[src/common/art_regs.svh]
`ifndef ART_REGS_SVH
`define ART_REGS_SVH
// register indices, byte address is four times the index
`define ART_IDX_DUTY3     8'h31
`define ART_IDX_DUTY2     8'h32
`define ART_IDX_DUTY1     8'h33
`define ART_IDX_DUTY0     8'h34
`define ART_IDX_PWMCTL    8'h35
`define ART_IDX_CSR       8'h36
`define ART_IDX_CAR       8'h37
`define ART_IDX_RELOAD    8'h38
`define ART_IDX_CAPCS     8'h39
`define ART_IDX_CAP1      8'h3A
`define ART_IDX_CAP2      8'h3B
// timer_control_status fields
`define ART_CSR_SRC       7
`define ART_CSR_TAP_HI    6
`define ART_CSR_TAP_LO    4
`define ART_CSR_RUN       3
`define ART_CSR_FRL       2
`define ART_CSR_OIE       1
`define ART_CSR_OVF       0
// pwm_output_control fields
`define ART_PWM_OE_HI     7
`define ART_PWM_OE_LO     4
`define ART_PWM_OP_HI     3
`define ART_PWM_OP_LO     0
// capture_control_status fields
`define ART_CAP_SEL_LO    4
`define ART_CAP_IE_LO     2
`define ART_CAP_FLG_LO    0
// reset values and counts
`define ART_RST_BYTE      8'h00
`define ART_CNT_TOP       8'hFF
`define ART_PRE_RST       7'h00
`endif

[src/common/art_pkg.sv]
`default_nettype none
package art_pkg;
    typedef logic [7:0] art_byte_t;
    typedef enum logic {
        ART_SRC_CPU,
        ART_SRC_EXT
    } art_src_t;
endpackage : art_pkg
`default_nettype wire

[src/verilog/art_prescaler.sv]
`timescale 1ns/1ps
`default_nettype none
`include "art_regs.svh"
module art_prescaler
    import art_pkg::*;
(
    // clock and reset
    input  wire logic       clk_sys,
    input  wire logic       reset,
    // control
    input  wire logic       inTick,
    input  wire logic       clear,
    input  wire logic [2:0] tapSel,
    // result
    output logic            cntTick
);
    logic [6:0] pre_r;
    logic [6:0] tapMask;

    function automatic logic [6:0] tap_mask(input logic [2:0] n);
        tap_mask = 7'((8'h01 << n) - 8'h01);
    endfunction : tap_mask

    assign tapMask = tap_mask(tapSel);
    assign cntTick = inTick && ((pre_r & tapMask) == tapMask);

    always_ff @(posedge clk_sys) begin
        if (reset) begin
            pre_r <= `ART_PRE_RST;
        end else if (clear) begin
            pre_r <= `ART_PRE_RST;
        end else if (inTick) begin
            pre_r <= pre_r + 7'h01;
        end
    end
endmodule : art_prescaler
`default_nettype wire

[src/verilog/art_capture.sv]
`timescale 1ns/1ps
`default_nettype none
`include "art_regs.svh"
module art_capture
    import art_pkg::*;
(
    // clock and reset
    input  wire logic     clk_sys,
    input  wire logic     reset,
    // pin and control
    input  wire logic     capPin,
    input  wire logic     edgeRise,
    input  wire logic     haltMode,
    input  wire art_byte_t counterVal,
    input  wire logic     readClr,
    // state
    output art_byte_t     capValue_r,
    output logic          capFlag_r,
    output logic          wakeEdge
);
    logic syncA_r;
    logic syncB_r;
    logic syncC_r;
    logic pinPrev_r;
    logic capEdge;

    // two-stage synchroniser, then edge detect on the settled copy
    always_ff @(posedge clk_sys) begin
        if (reset) begin
            syncA_r <= 1'b0;
            syncB_r <= 1'b0;
            syncC_r <= 1'b0;
        end else begin
            syncA_r <= capPin;
            syncB_r <= syncA_r;
            syncC_r <= syncB_r;
        end
    end

    assign capEdge = edgeRise ? (syncB_r & ~syncC_r) : (~syncB_r & syncC_r);

    // direct pin edge for wake-up while halted
    always_ff @(posedge clk_sys) begin
        if (reset) begin
            pinPrev_r <= 1'b0;
        end else begin
            pinPrev_r <= capPin;
        end
    end

    assign wakeEdge = haltMode && (edgeRise ? (capPin & ~pinPrev_r) : (~capPin & pinPrev_r));

    always_ff @(posedge clk_sys) begin
        if (reset) begin
            capValue_r <= `ART_RST_BYTE;
        end else if (capEdge && !capFlag_r && !haltMode) begin
            capValue_r <= counterVal;
        end
    end

    always_ff @(posedge clk_sys) begin
        if (reset) begin
            capFlag_r <= 1'b0;
        end else if (capEdge && !haltMode) begin
            capFlag_r <= 1'b1;
        end else if (readClr) begin
            capFlag_r <= 1'b0;
        end
    end

    property p_cap_hold;
        @(posedge clk_sys) disable iff (reset)
        capFlag_r && !readClr |=> $stable(capValue_r) && capFlag_r;
    endproperty
    a_cap_hold: assert property (p_cap_hold) else $error("capture value changed while flagged");

    property p_cap_load;
        @(posedge clk_sys) disable iff (reset)
        capEdge && !capFlag_r && !haltMode |=> capFlag_r && capValue_r == $past(counterVal);
    endproperty
    a_cap_load: assert property (p_cap_load) else $error("capture not latched on edge");

    property p_cap_halt;
        @(posedge clk_sys) disable iff (reset)
        haltMode |=> $stable(capValue_r);
    endproperty
    a_cap_halt: assert property (p_cap_halt) else $error("capture loaded during halt");
endmodule : art_capture
`default_nettype wire

[src/verilog/art_timer_top.sv]
// Operation
// - seven-bit prescaler, three-bit tap select divides input by two to the n
// - source select 0 uses the cpu clock, 1 the external clock input
// - run enable clear freezes prescaler and counter; set lets the counter advance
// - reset clears counter and prescaler and selects the cpu clock
// - past FFh the counter reloads from reload value, prescaler untouched, overflow
// - force reload is write-only, reads zero, loads counter and clears prescaler
// - counter access reads the live count; a write loads it and clears prescaler
// - four hidden compare values copied from duty values at every overflow outside halt
// - all channels share a period of 256 minus reload value ticks
// - at overflow each pwm output takes the level set by its polarity bit
// - counter equal to compare value returns the output to the opposite level
// - each channel output enable independently drives its pin push-pull
// - pwm generation stops while the part is halted
// - overflow sets flag, raises interrupt if enabled; status read clears flag
// - on external clock the flag sets after 256 minus reload value events, times two to the n
// - programmed capture edge copies counter into capture value and sets flag
// - capture value is held until read; that read clears the capture flag
// - capture request stays high while capture flag and its enable are set
// - capture inputs pass two flip-flops before latching the counter
// - halt blocks capture loading; enabled pin edge still raises a wake-up
// - counter advances by one on each prescaler output tick
// - edge select 0 captures on falling edge, 1 on rising edge
// - a polarity change inverts the channel output at the next clock edge
`timescale 1ns/1ps
`default_nettype none
`include "art_regs.svh"
module art_timer_top
    import art_pkg::*;
(
    // clock and reset
    input  wire logic        clk_sys,
    input  wire logic        reset,
    // apb slave
    input  wire logic        psel,
    input  wire logic        penable,
    input  wire logic        pwrite,
    input  wire logic [11:0] paddr,
    input  wire logic [31:0] pwdata,
    output logic      [31:0] prdata,
    output logic             pready,
    output logic             pslverr,
    // system and link pins
    input  wire logic        haltMode,
    input  wire logic        external_input_clock,
    input  wire logic [1:0]  capture_input_pin,
    // outputs
    output logic [3:0]       pwm_output_pin,
    output logic [3:0]       pwmOe,
    output logic             ovfIrq,
    output logic [1:0]       capIrq,
    output logic             wakeIrq
);
    // software registers
    art_src_t   srcSel_r;
    logic [2:0] tapSel_r;
    logic       runEn_r;
    logic       ovfIe_r;
    logic       ovfFlag_r;
    art_byte_t  reload_r;
    art_byte_t  cnt_r;
    art_byte_t  duty_r [4];
    art_byte_t  cmp_r [4];
    logic [3:0] oe_r;
    logic [3:0] pol_r;
    logic [1:0] capSel_r;
    logic [1:0] capIe_r;
    logic [3:0] phase_r;
    logic       extPrev_r;
    // bus state
    logic [31:0] prdata_r;
    logic        pready_r;
    logic        pslverr_r;
    logic [3:0]  pwmOut_r;
    logic [3:0]  pwmOe_r;
    logic        ovfIrq_r;
    logic [1:0]  capIrq_r;
    logic        wakeIrq_r;
    // internal nets
    logic        access;
    logic        wrEn;
    logic        rdEn;
    logic [9:0]  regIdx;
    logic        addrOk;
    art_byte_t   rdByte;
    logic        inTick;
    logic        cntTick;
    logic        extRise;
    logic        swLoad;
    logic        forceLoad;
    logic        carWrite;
    logic        ovfEvent;
    art_byte_t   capValue [2];
    logic [1:0]  capFlag;
    logic [1:0]  wakeEdge;
    logic [1:0]  capRdClr;

    function automatic logic is_reg(input logic [9:0] idx, input logic [7:0] want);
        is_reg = (idx == {2'b00, want});
    endfunction : is_reg

    function automatic logic known_idx(input logic [9:0] idx);
        known_idx = (idx >= {2'b00, `ART_IDX_DUTY3}) && (idx <= {2'b00, `ART_IDX_CAP2});
    endfunction : known_idx

    // apb decode: one wait-free access phase, answered from registered pready
    assign regIdx = paddr[11:2];
    assign addrOk = known_idx(regIdx) && (paddr[1:0] == 2'b00);
    assign access = psel && penable && pready_r;
    assign wrEn   = access && pwrite && addrOk;
    assign rdEn   = access && !pwrite && addrOk;

    assign carWrite  = wrEn && is_reg(regIdx, `ART_IDX_CAR);
    assign forceLoad = wrEn && is_reg(regIdx, `ART_IDX_CSR) && pwdata[`ART_CSR_FRL];
    assign swLoad    = carWrite || forceLoad;

    always_ff @(posedge clk_sys) begin
        if (reset) begin
            pready_r  <= 1'b0;
            pslverr_r <= 1'b0;
        end else begin
            pready_r  <= psel && !penable;
            pslverr_r <= psel && !penable && !known_idx(regIdx)
                         || psel && !penable && (paddr[1:0] != 2'b00);
        end
    end

    // read mux
    always_comb begin
        rdByte = `ART_RST_BYTE;
        unique case (regIdx[7:0])
            `ART_IDX_DUTY3:  rdByte = duty_r[3];
            `ART_IDX_DUTY2:  rdByte = duty_r[2];
            `ART_IDX_DUTY1:  rdByte = duty_r[1];
            `ART_IDX_DUTY0:  rdByte = duty_r[0];
            `ART_IDX_PWMCTL: rdByte = {oe_r, pol_r};
            `ART_IDX_CSR:    rdByte = {srcSel_r == ART_SRC_EXT, tapSel_r, runEn_r, 1'b0,
                                      ovfIe_r, ovfFlag_r};
            `ART_IDX_CAR:    rdByte = cnt_r;
            `ART_IDX_RELOAD: rdByte = reload_r;
            `ART_IDX_CAPCS:  rdByte = {2'b00, capSel_r, capIe_r, capFlag};
            `ART_IDX_CAP1:   rdByte = capValue[0];
            `ART_IDX_CAP2:   rdByte = capValue[1];
            default:         rdByte = `ART_RST_BYTE;
        endcase
        if (regIdx[9:8] != 2'b00) begin
            rdByte = `ART_RST_BYTE;
        end
    end

    always_ff @(posedge clk_sys) begin
        if (reset) begin
            prdata_r <= 32'h0000_0000;
        end else if (psel && !penable) begin
            prdata_r <= {24'h00_0000, rdByte};
        end
    end

    // control/status and configuration writes
    always_ff @(posedge clk_sys) begin
        if (reset) begin
            srcSel_r <= ART_SRC_CPU;
            tapSel_r <= 3'h0;
            runEn_r  <= 1'b0;
            ovfIe_r  <= 1'b0;
        end else if (wrEn && is_reg(regIdx, `ART_IDX_CSR)) begin
            srcSel_r <= pwdata[`ART_CSR_SRC] ? ART_SRC_EXT : ART_SRC_CPU;
            tapSel_r <= pwdata[`ART_CSR_TAP_HI:`ART_CSR_TAP_LO];
            runEn_r  <= pwdata[`ART_CSR_RUN];
            ovfIe_r  <= pwdata[`ART_CSR_OIE];
        end
    end

    always_ff @(posedge clk_sys) begin
        if (reset) begin
            reload_r <= `ART_RST_BYTE;
            oe_r     <= 4'h0;
            pol_r    <= 4'h0;
            capSel_r <= 2'h0;
            capIe_r  <= 2'h0;
        end else if (wrEn) begin
            if (is_reg(regIdx, `ART_IDX_RELOAD)) begin
                reload_r <= pwdata[7:0];
            end
            if (is_reg(regIdx, `ART_IDX_PWMCTL)) begin
                oe_r  <= pwdata[`ART_PWM_OE_HI:`ART_PWM_OE_LO];
                pol_r <= pwdata[`ART_PWM_OP_HI:`ART_PWM_OP_LO];
            end
            if (is_reg(regIdx, `ART_IDX_CAPCS)) begin
                capSel_r <= pwdata[`ART_CAP_SEL_LO+1:`ART_CAP_SEL_LO];
                capIe_r  <= pwdata[`ART_CAP_IE_LO+1:`ART_CAP_IE_LO];
            end
        end
    end

    always_ff @(posedge clk_sys) begin
        if (reset) begin
            for (int i = 0; i < 4; i++) begin
                duty_r[i] <= `ART_RST_BYTE;
            end
        end else if (wrEn) begin
            for (int i = 0; i < 4; i++) begin
                if (is_reg(regIdx, 8'(`ART_IDX_DUTY0 - i))) begin
                    duty_r[i] <= pwdata[7:0];
                end
            end
        end
    end

    // input clock selection; external path is dead during halt
    always_ff @(posedge clk_sys) begin
        if (reset) begin
            extPrev_r <= 1'b0;
        end else begin
            extPrev_r <= external_input_clock;
        end
    end

    assign extRise = external_input_clock && !extPrev_r;
    assign inTick  = runEn_r && !swLoad
                     && ((srcSel_r == ART_SRC_CPU) || (extRise && !haltMode));

    art_prescaler u_prescaler (
        .clk_sys (clk_sys),
        .reset   (reset),
        .inTick  (inTick),
        .clear   (swLoad),
        .tapSel  (tapSel_r),
        .cntTick (cntTick)
    );

    // counter with auto-reload
    assign ovfEvent = cntTick && (cnt_r == `ART_CNT_TOP);

    always_ff @(posedge clk_sys) begin
        if (reset) begin
            cnt_r <= `ART_RST_BYTE;
        end else if (carWrite) begin
            cnt_r <= pwdata[7:0];
        end else if (forceLoad) begin
            cnt_r <= reload_r;
        end else if (ovfEvent) begin
            cnt_r <= reload_r;
        end else if (cntTick) begin
            cnt_r <= cnt_r + 8'h01;
        end
    end

    // overflow flag: set wins over the read that clears it
    always_ff @(posedge clk_sys) begin
        if (reset) begin
            ovfFlag_r <= 1'b0;
        end else if (ovfEvent) begin
            ovfFlag_r <= 1'b1;
        end else if (rdEn && is_reg(regIdx, `ART_IDX_CSR)) begin
            ovfFlag_r <= 1'b0;
        end
    end

    // compare shadow and pwm phase, frozen in halt
    always_ff @(posedge clk_sys) begin
        if (reset) begin
            for (int i = 0; i < 4; i++) begin
                cmp_r[i] <= `ART_RST_BYTE;
            end
            phase_r <= 4'h0;
        end else if (!haltMode) begin
            for (int i = 0; i < 4; i++) begin
                if (ovfEvent) begin
                    cmp_r[i]   <= duty_r[i];
                    phase_r[i] <= 1'b1;
                end else if (cnt_r == cmp_r[i]) begin
                    phase_r[i] <= 1'b0;
                end
            end
        end
    end

    // output pins: polarity applied combinationally so a change shows next edge
    always_ff @(posedge clk_sys) begin
        if (reset) begin
            pwmOut_r <= 4'h0;
            pwmOe_r  <= 4'h0;
        end else begin
            pwmOut_r <= oe_r & (phase_r ^ pol_r);
            pwmOe_r  <= oe_r;
        end
    end

    // capture channels
    for (genvar c = 0; c < 2; c++) begin : g_cap
        assign capRdClr[c] = rdEn && is_reg(regIdx, 8'(`ART_IDX_CAP1 + c));
        art_capture u_capture (
            .clk_sys    (clk_sys),
            .reset      (reset),
            .capPin     (capture_input_pin[c]),
            .edgeRise   (capSel_r[c]),
            .haltMode   (haltMode),
            .counterVal (cnt_r),
            .readClr    (capRdClr[c]),
            .capValue_r (capValue[c]),
            .capFlag_r  (capFlag[c]),
            .wakeEdge   (wakeEdge[c])
        );
    end

    // interrupt requests
    always_ff @(posedge clk_sys) begin
        if (reset) begin
            ovfIrq_r  <= 1'b0;
            capIrq_r  <= 2'h0;
            wakeIrq_r <= 1'b0;
        end else begin
            ovfIrq_r  <= ovfFlag_r && ovfIe_r;
            capIrq_r  <= capFlag & capIe_r;
            wakeIrq_r <= |(wakeEdge & capIe_r);
        end
    end

    assign prdata         = prdata_r;
    assign pready         = pready_r;
    assign pslverr        = pslverr_r;
    assign pwm_output_pin = pwmOut_r;
    assign pwmOe          = pwmOe_r;
    assign ovfIrq         = ovfIrq_r;
    assign capIrq         = capIrq_r;
    assign wakeIrq        = wakeIrq_r;

    // checks
    property p_reload;
        @(posedge clk_sys) disable iff (reset)
        ovfEvent && !swLoad |=> cnt_r == $past(reload_r) && ovfFlag_r;
    endproperty
    a_reload: assert property (p_reload) else $error("overflow did not reload");

    property p_stop;
        @(posedge clk_sys) disable iff (reset)
        !runEn_r && !swLoad |=> $stable(cnt_r);
    endproperty
    a_stop: assert property (p_stop) else $error("counter moved while stopped");

    property p_carwrite;
        @(posedge clk_sys) disable iff (reset)
        carWrite |=> cnt_r == $past(pwdata[7:0]);
    endproperty
    a_carwrite: assert property (p_carwrite) else $error("counter write lost");

    property p_frl_zero;
        @(posedge clk_sys) disable iff (reset)
        psel && !penable && !pwrite && is_reg(regIdx, `ART_IDX_CSR)
            |=> prdata_r[`ART_CSR_FRL] == 1'b0;
    endproperty
    a_frl_zero: assert property (p_frl_zero) else $error("force reload read as one");

    property p_incr;
        @(posedge clk_sys) disable iff (reset)
        cntTick && !swLoad && cnt_r != `ART_CNT_TOP |=> cnt_r == $past(cnt_r) + 8'h01;
    endproperty
    a_incr: assert property (p_incr) else $error("counter did not advance");

    property p_shadow;
        @(posedge clk_sys) disable iff (reset)
        ovfEvent && !haltMode |=> cmp_r[0] == $past(duty_r[0]) && phase_r[0];
    endproperty
    a_shadow: assert property (p_shadow) else $error("compare not copied at overflow");

    property p_pol;
        @(posedge clk_sys) disable iff (reset)
        oe_r[0] |=> pwmOut_r[0] == ($past(phase_r[0]) ^ $past(pol_r[0]));
    endproperty
    a_pol: assert property (p_pol) else $error("pwm level wrong");

    property p_ovf_irq;
        @(posedge clk_sys) disable iff (reset)
        ovfEvent && ovfIe_r ##1 ovfIe_r |=> ovfIrq_r;
    endproperty
    a_ovf_irq: assert property (p_ovf_irq) else $error("overflow request missing");

    property p_cap_irq;
        @(posedge clk_sys) disable iff (reset)
        capFlag[0] && capIe_r[0] |=> capIrq_r[0];
    endproperty
    a_cap_irq: assert property (p_cap_irq) else $error("capture request dropped");

    c_overflow: cover property (@(posedge clk_sys) disable iff (reset) ovfEvent);
    c_capture: cover property (@(posedge clk_sys) disable iff (reset) $rose(capFlag[0]));
    c_wake: cover property (@(posedge clk_sys) disable iff (reset) wakeIrq_r);
    c_pwm_fall: cover property (@(posedge clk_sys) disable iff (reset) $fell(phase_r[1]));
endmodule : art_timer_top
`default_nettype wire

[config.mk]
export PLATFORM = sky130hd
export DESIGN_NAME = art_timer_top
export DESIGN_NICKNAME = d
export VERILOG_FILES = /design/src/common/art_pkg.sv /design/src/verilog/art_prescaler.sv /design/src/verilog/art_capture.sv /design/src/verilog/art_timer_top.sv
export VERILOG_INCLUDE_DIRS = /design/src /design/src/common
export SDC_FILE = /design/constraint.sdc
export NUM_CORES = 1
export LEC_CHECK = 0
export ABC_AREA = 1
export BUFFER_PORTS_ARGS = -buffer_cell sky130_fd_sc_hd__buf_2
export CORE_MARGIN = 2
export CORE_UTILIZATION = 45
export DETAILED_ROUTE_END_ITERATION = 8
export HOLD_SLACK_MARGIN = 0.02
export SLEW_MARGIN = 20
export SYNTH_ARGS = -nofsm -noshare
export SYNTH_HDL_FRONTEND = slang
export SYNTH_SLANG_ARGS = --single-unit
[constraint.sdc]
create_clock -name clk_sys -period 11.25 [get_ports clk_sys]
set_input_delay 0 -clock clk_sys [delete_from_list [all_inputs] [get_ports clk_sys]]
set_output_delay 0 -clock clk_sys [all_outputs]
set_load 0.05 [all_outputs]
==> results of run 1 <==
## cell families (layout without fill, tap and decap cells)
group | after synthesis | count (layout) | synth area share (%)
AND/OR/NAND/NOR | 309 | 309 | 19.52
AO/OA/AOI/OAI | 206 | 206 | 15.34
buffers and inverters | 183 | 230 | 10.60
flip-flops | 157 | 157 | 50.81
XOR/XNOR | 27 | 27 | 3.175
adder cells (fa/ha/maj) | 3 | 3 | 0.5041
other | 1 | 24 | 0.05035
## what timing repair did
item	4_1_cts	5_1_grt
setup endpoints to repair	0	0
resized for setup	0	0
endpoints found under the hold margin	15	0
hold buffers	16	0
## tightest hold or removal path: cells and delay by family
family                 cells  cell delay (ns)
buffers and inverters      3             0.30
AND/OR/NAND/NOR            2             0.11
## layout make-up
class / instances / area [um^2]
multi-input combinational: 569 / 2964
inverter: 130 / 490.5
timing repair buffer: 68 / 425.4
clock inverter: 9 / 56.30
sequential: 157 / 3784
clock buffer: 23 / 510.5
tap: 220 / 275.3
fill: 1573 / 7901
## flip-flops by register name, indices dropped and copies added (netlist names), 4 cells and up
register                    cells
u_prescaler.pre_r               7
g_cap.u_capture.capValue_r     16
reload_r                        8
cnt_r                           8
prdata                          8
phase_r                         4
oe_r                            4
pwm_output_pin                  4
pol_r                           4
duty_r                         32
pwmOe                           4
cmp_r                          32
## worst paths after layout
| kind | from | slack, ns | to | cells after the start |
|---|---|---|---|---|
| max | cnt_r[0] | 8.14 | cmp_r[3][5] | 7 |
| min | psel | 0.06 | pready | 5 |
| max reg2reg | cnt_r[0] | 8.14 | cmp_r[3][5] | 7 |
| min reg2reg | g_cap[0].u_capture.pinPrev_r | 0.44 | g_cap[0].u_capture.syncB_r | 2 |
## through the flow
| stage | hold slack [ns] | worst slack [ns] | utilization (%) | instances | area [um^2] |
|---|---|---|---|---|---|
| after floorplan | 0.1070 | 6.803 | - | 909 | 7533 |
| after global placement | 0.2297 | 8.275 | 47.41 | 1128 | 7779 |
| after detailed placement | 0.2355 | 8.247 | 47.41 | 1128 | 7779 |
| after CTS | 0.04736 | 8.204 | 51.84 | 1176 | 8506 |
| after global routing | 0.09459 | 7.913 | 51.84 | 1176 | 8506 |
| final | 0.05859 | 8.141 | 51.84 | 1176 | 8506 |
## routing by layer
layer,share of wire (%),track usage [%]
met5,0,0
met4,2.8,9.677
met3,7.5,5.594
met2,45,35.38
met1,45,34.44
## placed cells by master, fill, tap and decap left out, types with 2 or more instances in the layout
| master | instances |
|---|---|
| conb_1 | 24 |
| buf_4 | 2 |
| nor3_2 | 3 |
| o21ai_0 | 58 |
| nand3_1 | 51 |
| o21ai_1 | 11 |
| a221oi_1 | 16 |
| clkbuf_8 | 2 |
| inv_4 | 2 |
| clkinv_2 | 5 |
| nor3_1 | 18 |
| nand3_2 | 4 |
| o22ai_1 | 21 |
| nand3_4 | 3 |
| inv_1 | 123 |
| a211oi_1 | 5 |
| clkbuf_16 | 19 |
| nand2_1 | 85 |
| nor2_1 | 121 |
| dlygate4sd3_1 | 16 |
| nand2_2 | 4 |
| dfxtp_1 | 93 |
| o41ai_1 | 2 |
| clkbuf_1 | 2 |
| nand3b_1 | 3 |
| a21oi_1 | 90 |
| o31ai_1 | 2 |
| ha_1 | 3 |
| xnor2_1 | 13 |
| clkinv_1 | 4 |
| inv_2 | 2 |
| nand4_1 | 5 |
| nor2_8 | 2 |
| nor2_2 | 3 |
| nor2_4 | 3 |
| xor2_1 | 14 |
| edfxtp_1 | 64 |
| buf_2 | 50 |
## report_power, final
| part | total, mW | switching [mW] | internal [mW] |
|---|---|---|---|
| clock | 0.556 | 0.236 | 0.320 |
| sequential | 0.604 | 0.00393 | 0.600 |
| combinational | 0.0666 | 0.0522 | 0.0144 |
| total | 1.23 | 0.292 | 0.934 |
==> metrics, run 1 <==
first-pass GRT wire length=31.84 mm; RePlAce Congestion=0.9280; worst slew pin tran=1.035 ns; routed vias/inst=5.265; crit path DAT=3.35 ns; most common cell in the netlist=inv_1; Setup-failing EPs final=0; Die X=about 130 um; Slew headroom=30.49%; Core Rows=47; Routed Antenna Nets=0; Buffers on Ports=50; pin count of the biggest net entering global routing=62; max cap viols=0; die height=132.6 um; CP endpoint kind=flip-flop; CTS Buffer Depth=2; buffers and inverters on the worst path=0; CTS tree=done; Die Area=0.01759 mm^2; status=completed; Worst-Skew Late Latency=0.43 ns; root buffer cell=clkbuf_16; Achievable Freq=0.3217 GHz; pwr dens=144.2 mW/mm^2; CP Cell Sequence=ha_1, nand2_1, nor3_1, nand3_1, nor2_1, nand3_2, nor2_1; clock sinks=157; critical path's slowest cell=dfxtp_1; Seq/Total Area, Yosys=50.81%; Starting Density=between 40% and 50%; Final nets=999; CP startpoint kind=flip-flop; Syn-to-layout area delta=14.21%; Cell Area, Synth=0.007447 mm^2; Max VDD drop=0.1002 mV; kind of critical path=flip-flop to flip-flop; DR vias=6192; Post-CTS Setup Repair Bufs=0; Num CTS Buffers=17; cell repeated most along the worst path=nor2_1; skew final=0.009706 ns; Post-synth ARST share=0%; Data required, critical path=11.49 ns; Ys Warns=0; clock-pin slew on the worst setup and hold paths=around 0.060 ns; post-layout min period=between 3 and 4 ns; flops & latches, synth=around 160; post-synthesis cell type count=39; dominant synthesized flop cell=dfxtp_1; share of the synthesized area in the top cell type=25.81%; DR WL/cell=17.68 um; DRC=0; Mapped Cells=886; max-slew violation count=0; RSZ-0062 raised after global routing=false; top post-synthesis cells by count=123 x inv_1, 121 x nor2_1, 93 x dfxtp_1, 90 x a21oi_1, 85 x nand2_1; Pwr Total=around 1.2 mW; initial drt markers=between 500 and 600; CP top delay family=simple AND/OR/NAND/NOR gates; Inserted Diodes=0; Final period util=27.63%; core area=0.01641 mm^2; syn avg cell area=8.405 um^2; hold crit path type=input port to flip-flop; CP Max Fanout=36; Leak Pwr=3.516 nW; Critical Path Max Stage Delay=a little under 0.8 ns; endpoints failing hold=0; antenna violations before repair=0; vias in the first global route=5519; post-route setup TNS=0 ns; drt total wl=20.79 mm; I/O pins=99; CTS H-tree depth=4; DRT Pass-1 Iters=5; EDFF count, synth=64; dominant cell type by area after synthesis=edfxtp_1; post-DP HPWL=14.36 mm; synth top area cells=edfxtp_1 26%, dfxtp_1 25%, inv_1 6.2%, nor2_1 6.1%, a21oi_1 6.0%; GRT Overall Usage=24.11%; ratio of cells with drive above 1 in the final layout=a little under an eighth; total gr overflow=0
Note: power is estimated with default switching activity, not from simulation.
==> inputs of run 2 (changes only) <==
Settings changed: PLACE_DENSITY set to 0.67.
Clock period 11.25 ns to 2.75 ns, I/O delays scaled along.
==> metrics, run 2 (synthesized netlist as in run 1, its figures left out) <==
root buffer cell=clkbuf_16; Final period util=92.42% (+65 points); commonest non-fill, non-tap cell in the layout=inv_1; footprint of the multi-input gates=0.002972 mm^2 (+0.25%); die height=132.6 um (unchanged); ratio of cells with drive above 1 in the final layout=13.36% (+1.7 points); buffers and inverters on the worst path=4 (+4); pin count of the biggest net entering global routing=43 (-31%); worst slew pin tran=0.8974 ns (-0.1373 ns); Final WS setup=0.2085 ns (-7.933 ns); CP Cell Sequence=nor2_1, nand2_1, ha_1, inv_1, nand2_1, nand2_1, inv_1, nand2_1, nand3b_1, nor2_1, inv_1, nor2_2, nand2_2, o21ai_4, buf_12; clock sinks=157 (unchanged); skew final=0.01287 ns (+0.003161 ns); routed vias/inst=5.348 (+1.6%); I/O pins=99 (unchanged); post-DP HPWL=14.19 mm (-1.2%); filler cell count=1539 (-2.2%); Critical Path Max Stage Delay=0.39 ns (-0.39 ns); DRC=0 (unchanged); CTS tree=done; antenna violations before repair=0 (unchanged); RSZ-0062 raised after global routing=false; clock-pin slew on the worst setup and hold paths=0.07 ns (about the same); Buffers on Ports=50 (unchanged); CTS Buffer Depth=2 (unchanged); GRT Overall Usage=23.50% (-0.62 points); total gr overflow=0 (unchanged); endpoints failing hold=0 (unchanged); placed insts=1144 (+1.4%); RePlAce Congestion=0.9286 (about the same); Inserted Diodes=0 (unchanged); critical path's slowest cell=dfxtp_1; core area=0.01641 mm^2 (unchanged); Final Instance Area=0.008671 mm^2 (+1.9%); Pwr Total=4.979 mW (+310%); post-layout min period=2.542 ns (-0.5670 ns); Syn-to-layout area delta=16.43%; CP Max Fanout=32 (-11%); sequential share of power=49.6% (+0.3 points); crit path DAT=2.67 ns (-0.68 ns); hold crit path type=input port to flip-flop; Num CTS Buffers=17 (unchanged); DP Worst Slack=0.2523 ns (-7.995 ns); max cap viols=0 (unchanged); pwr dens=574.3 mW/mm^2 (+300%); drt total wl=20.50 mm (-1.4%); Final nets=1016 (+1.7%); kind of critical path=flip-flop to flip-flop; Die Area=0.01759 mm^2 (unchanged); Data required, critical path=2.87 ns (-8.62 ns); Comb power frac=5.7% (+0.3 points); DRT Pass-1 Iters=6 (+1); CP endpoint kind=flip-flop; register area=0.003784 mm^2 (unchanged); Leak Pwr=3.612 nW (+2.7%); Min Hold Slack=0.05099 ns (-0.007607 ns); initial drt markers=672 (+17%); DR vias=6380 (+3.0%); Switching Fraction=24.80% (+0.97 points); CTS H-tree depth=4 (unchanged); Net Sw Power=1.235 mW (+320%); first-pass GRT wire length=31.44 mm (-1.3%); status=completed; Starting Density=45.39% (unchanged); placed inst area=0.007931 mm^2 (+2.0%); Max VDD drop=0.4422 mV (+340%); max-slew violation count=0 (unchanged); Int Power=3.745 mW (+300%); Routed Antenna Nets=0 (unchanged); CP startpoint kind=flip-flop; cell repeated most along the worst path=nand2_1; final core occ=52.85% (+1.0 points); DR WL/cell=17.18 um (-2.8%); post-route setup TNS=0 ns (unchanged); Slew headroom=39.95% (+9.5 points); commonest cells after routing, fill and taps aside=123 x inv_1, 121 x nor2_1, 93 x dfxtp_1; Core Rows=47 (unchanged); Achievable Freq=0.3935 GHz (+22%); vias in the first global route=5660 (+2.6%); Die X=132.6 um (unchanged); Setup-failing EPs final=0 (unchanged); Worst-Skew Late Latency=0.43 ns (about the same); final non-filler cell total=1193 (+1.4%); biggest regs=cmp_r: 32 flops, duty_r: 32 flops, g_cap.u_capture.capValue_r: 16 flops; Clk pwr share=44.7% (-0.6 points); CP top delay family=simple AND/OR/NAND/NOR gates
[run 2: power groups by stage]
stage / registers [mW] / logic [mW] / clock network [mW]
after floorplan: 2.52 / 0.200 / 0
after global placement: 2.52 / 0.262 / 0
after detailed placement: 2.52 / 0.263 / 0
after CTS: 2.47 / 0.281 / 2.24
after global routing: 2.47 / 0.303 / 2.33
final: 2.47 / 0.284 / 2.22
[run 2: what timing repair did]
action	4_1_cts	5_1_grt
setup buffers	0	2
hold buffers	15	0
resized for setup	0	1
endpoints found under the hold margin	15	0
setup endpoints to repair	0	2
[run 2: metal layers]
layer,share of wire [%],track usage [%],vias to the layer above
met5,0,0,-
met4,3.1,9.976,0
met3,9.5,4.943,47
met2,44,34.46,339
met1,43,33.68,2928
li1,-,-,3066
[run 2: tightest hold or removal path, cell delays in order]
cell     delay (ns)
buf_2          0.10
nand3_1        0.11
o41ai_1        0.11
a21oi_1        0.11
[run 2: final timing paths]
path / slack [ns] / from / endpoint / depth (start not counted)
worst max-delay path: 0.21 / tapSel_r[1] / cmp_r[0][4] / 15
worst min-delay path: 0.05 / psel / ovfFlag_r / 4
worst max register to register: 0.21 / tapSel_r[1] / cmp_r[0][4] / 15
worst min register to register: 0.44 / g_cap[1].u_capture.syncA_r / g_cap[1].u_capture.syncB_r / 2
[run 2: cell type report]
type | instances | share of cell area (%)
multi-input combinational | 569 | 34.27
clock inverter | 14 | 1.241
tap | 220 | 3.175
sequential | 157 | 43.64
inverter | 130 | 5.657
timing repair buffer | 85 | 6.825
clock buffer | 18 | 5.195
==> inputs of run 3 (changes only) <==
Settings changed: BUFFER_PORTS_ARGS -buffer_cell sky130_fd_sc_hd__buf_2 to not set, DONT_BUFFER_PORTS set to 1, PLACE_DENSITY 0.67 to not set.
==> metrics, run 3 (synthesized netlist as in run 1, its figures left out) <==
worst slew pin tran=0.8602 ns (-0.03727 ns); total gr overflow=0 (unchanged); max-slew violation count=0 (unchanged); CP Max Fanout=10 (-69%); Worst Reg-to-Reg Cells=16 (+1); Die Area=0.01759 mm^2 (unchanged); DR WL/cell=18.11 um (+5.4%); Leak Pwr=3.485 nW (-3.5%); hold crit path type=input port to flip-flop; pin count of the biggest net entering global routing=37 (-14%); Buffers on Ports=0 (-100%); endpoints failing hold=0 (unchanged); RePlAce Congestion=0.8631 (-7.1%); initial drt markers=657 (-2.2%); Final period util=93.19% (+0.77 points); Data required, critical path=3.10 ns (+0.23 ns); I/O pins=99 (unchanged); Final Instance Area=0.008611 mm^2 (-0.69%); DRC=0 (unchanged); post-DP HPWL=14.73 mm (+3.8%); CTS Buffer Depth=2 (unchanged); Worst-Skew Late Latency=0.43 ns (about the same); ratio of cells with drive above 1 in the final layout=9.226% (-4.1 points); RSZ-0062 raised after global routing=false; GRT Overall Usage=24.44% (+0.95 points); antenna violations before repair=0 (unchanged); Max VDD drop=0.4877 mV (+10%); CTS H-tree depth=4 (unchanged); drt total wl=21.06 mm (+2.7%); Die X=132.6 um (unchanged); Final nets=987 (-2.9%); vias in the first global route=5636 (-0.42%); CP endpoint kind=flip-flop; Inserted Diodes=0 (unchanged); first-pass GRT wire length=32.34 mm (+2.9%); skew final=0.01806 ns (+0.005196 ns); Syn-to-layout area delta=15.63%; placed inst area=0.007684 mm^2 (-3.1%); DR vias=6074 (-4.8%); post-layout min period=2.563 ns (+0.02114 ns); filler cell count=1582 (+2.8%); DRT Pass-1 Iters=7 (+1); Num CTS Buffers=17 (unchanged); post-route setup TNS=0 ns (unchanged); status=completed; kind of critical path=input port to flip-flop; die height=132.6 um (unchanged); Routed Antenna Nets=0 (unchanged); CTS tree=done; pwr dens=578.8 mW/mm^2 (+0.80%); biggest regs=cmp_r: 32 flops, duty_r: 32 flops, g_cap.u_capture.capValue_r: 16 flops; Starting Density=45.39% (unchanged); CP startpoint kind=input port; commonest non-fill, non-tap cell in the layout=inv_1; hold-critical path depth=6 (+2); Core Rows=47 (unchanged); clock-pin slew on the worst setup and hold paths=0.06 ns (about the same); Achievable Freq=0.3902 GHz (-0.82%); footprint of the multi-input gates=0.002978 mm^2 (+0.21%); max cap viols=0 (unchanged); Setup-failing EPs final=0 (unchanged); register area=0.003784 mm^2 (unchanged); clock sinks=157 (unchanged); routed vias/inst=5.223 (-2.3%); crit path DAT=2.91 ns (+0.24 ns); Slew headroom=42.44% (+2.5 points); core area=0.01641 mm^2 (unchanged); flop2flop setup slack=0.23 ns (+0.02 ns); commonest cells after routing, fill and taps aside=123 x inv_1, 120 x nor2_1, 93 x dfxtp_1; root buffer cell=clkbuf_16
## run 3: cell types whose count changed in the layout (fill, tap and decap cells not counted), moves of 2 or more
| cell | delta |
|---|---|
| buf_2 | -50 |
| buf_4 | +8 |
| clkbuf_1 | +2 |
| clkbuf_16 | +2 |
| clkinv_2 | +2 |
| clkinv_4 | -3 |
| dlygate4sd3_1 | +14 |
| inv_4 | +2 |
| inv_6 | -4 |
## run 3: stage by stage
| step | hold WS, ns | instances | setup WS, ns | power [mW] | util [%] |
|---|---|---|---|---|---|
| after floorplan | 0.1070 | 909 | 0.07769 | 2.722 | - |
| after global placement | 0.07430 | 1096 | 0.2925 | 2.741 | 46.83 |
| after detailed placement | 0.07540 | 1096 | 0.2484 | 2.743 | 46.83 |
| after CTS | 0.02284 | 1157 | 0.03866 | 5.010 | 52.15 |
| after global routing | 0.1053 | 1163 | 0.03681 | 5.126 | 52.48 |
| final | 0.02834 | 1163 | 0.1873 | 4.984 | 52.48 |
## run 3: final timing paths
kind / startpoint / endpoint
setup reg to reg: tapSel_r[0] / cmp_r[0][6]
setup / recovery: paddr[8] / cnt_r[2]
hold / removal: haltMode / phase_r[2]
hold reg to reg: g_cap[0].u_capture.pinPrev_r / g_cap[0].u_capture.syncB_r
## run 3: repair_timing
item,CTS,global route
buffers inserted,0,6
endpoints found under the setup margin,0,44
resized for setup,0,3
hold buffers,30,0
endpoints found under the hold margin,107,0
## run 3: metal layers
metal | GRT usage [%] | vias up | wire length [um]
met5 | 0 | - | 0
met4 | 7.826 | 0 | 384
met3 | 5.441 | 25 | 1470
met2 | 38.69 | 220 | 9895
met1 | 33.46 | 2832 | 9309
li1 | - | 2997 | -
## run 3: cell type report
type                            count  share of cell area (%)
Clock buffer                       22                   5.899
Clock inverter                      9                  0.6248
Inverter                          130                   5.696
Multi-Input combinational cell    569                   34.58
Sequential cell                   157                   43.94
Tap cell                          220                   3.197
Timing Repair Buffer               56                   6.059
## run 3: where the power goes
part / internal, mW / switching [mW] / leakage [nW]
registers: 2.46 / 0.0185 / 1.43
clock network: 1.30 / 0.936 / 0.278
logic: 0.0654 / 0.205 / 1.78
## run 3: worst max-delay path, cell delays in order
cell and delay [ns]:
dlygate4sd3_1 0.57, nor2_4 0.11, dlygate4sd3_1 0.58, nand2_2 0.08
nor2_4 0.14, nand3_4 0.12, nor2_8 0.21, nand2_4 0.14
nand3_4 0.15, nor2_2 0.07, nor3_4 0.34, buf_4 0.19
a21oi_1 0.04, a21oi_1 0.16
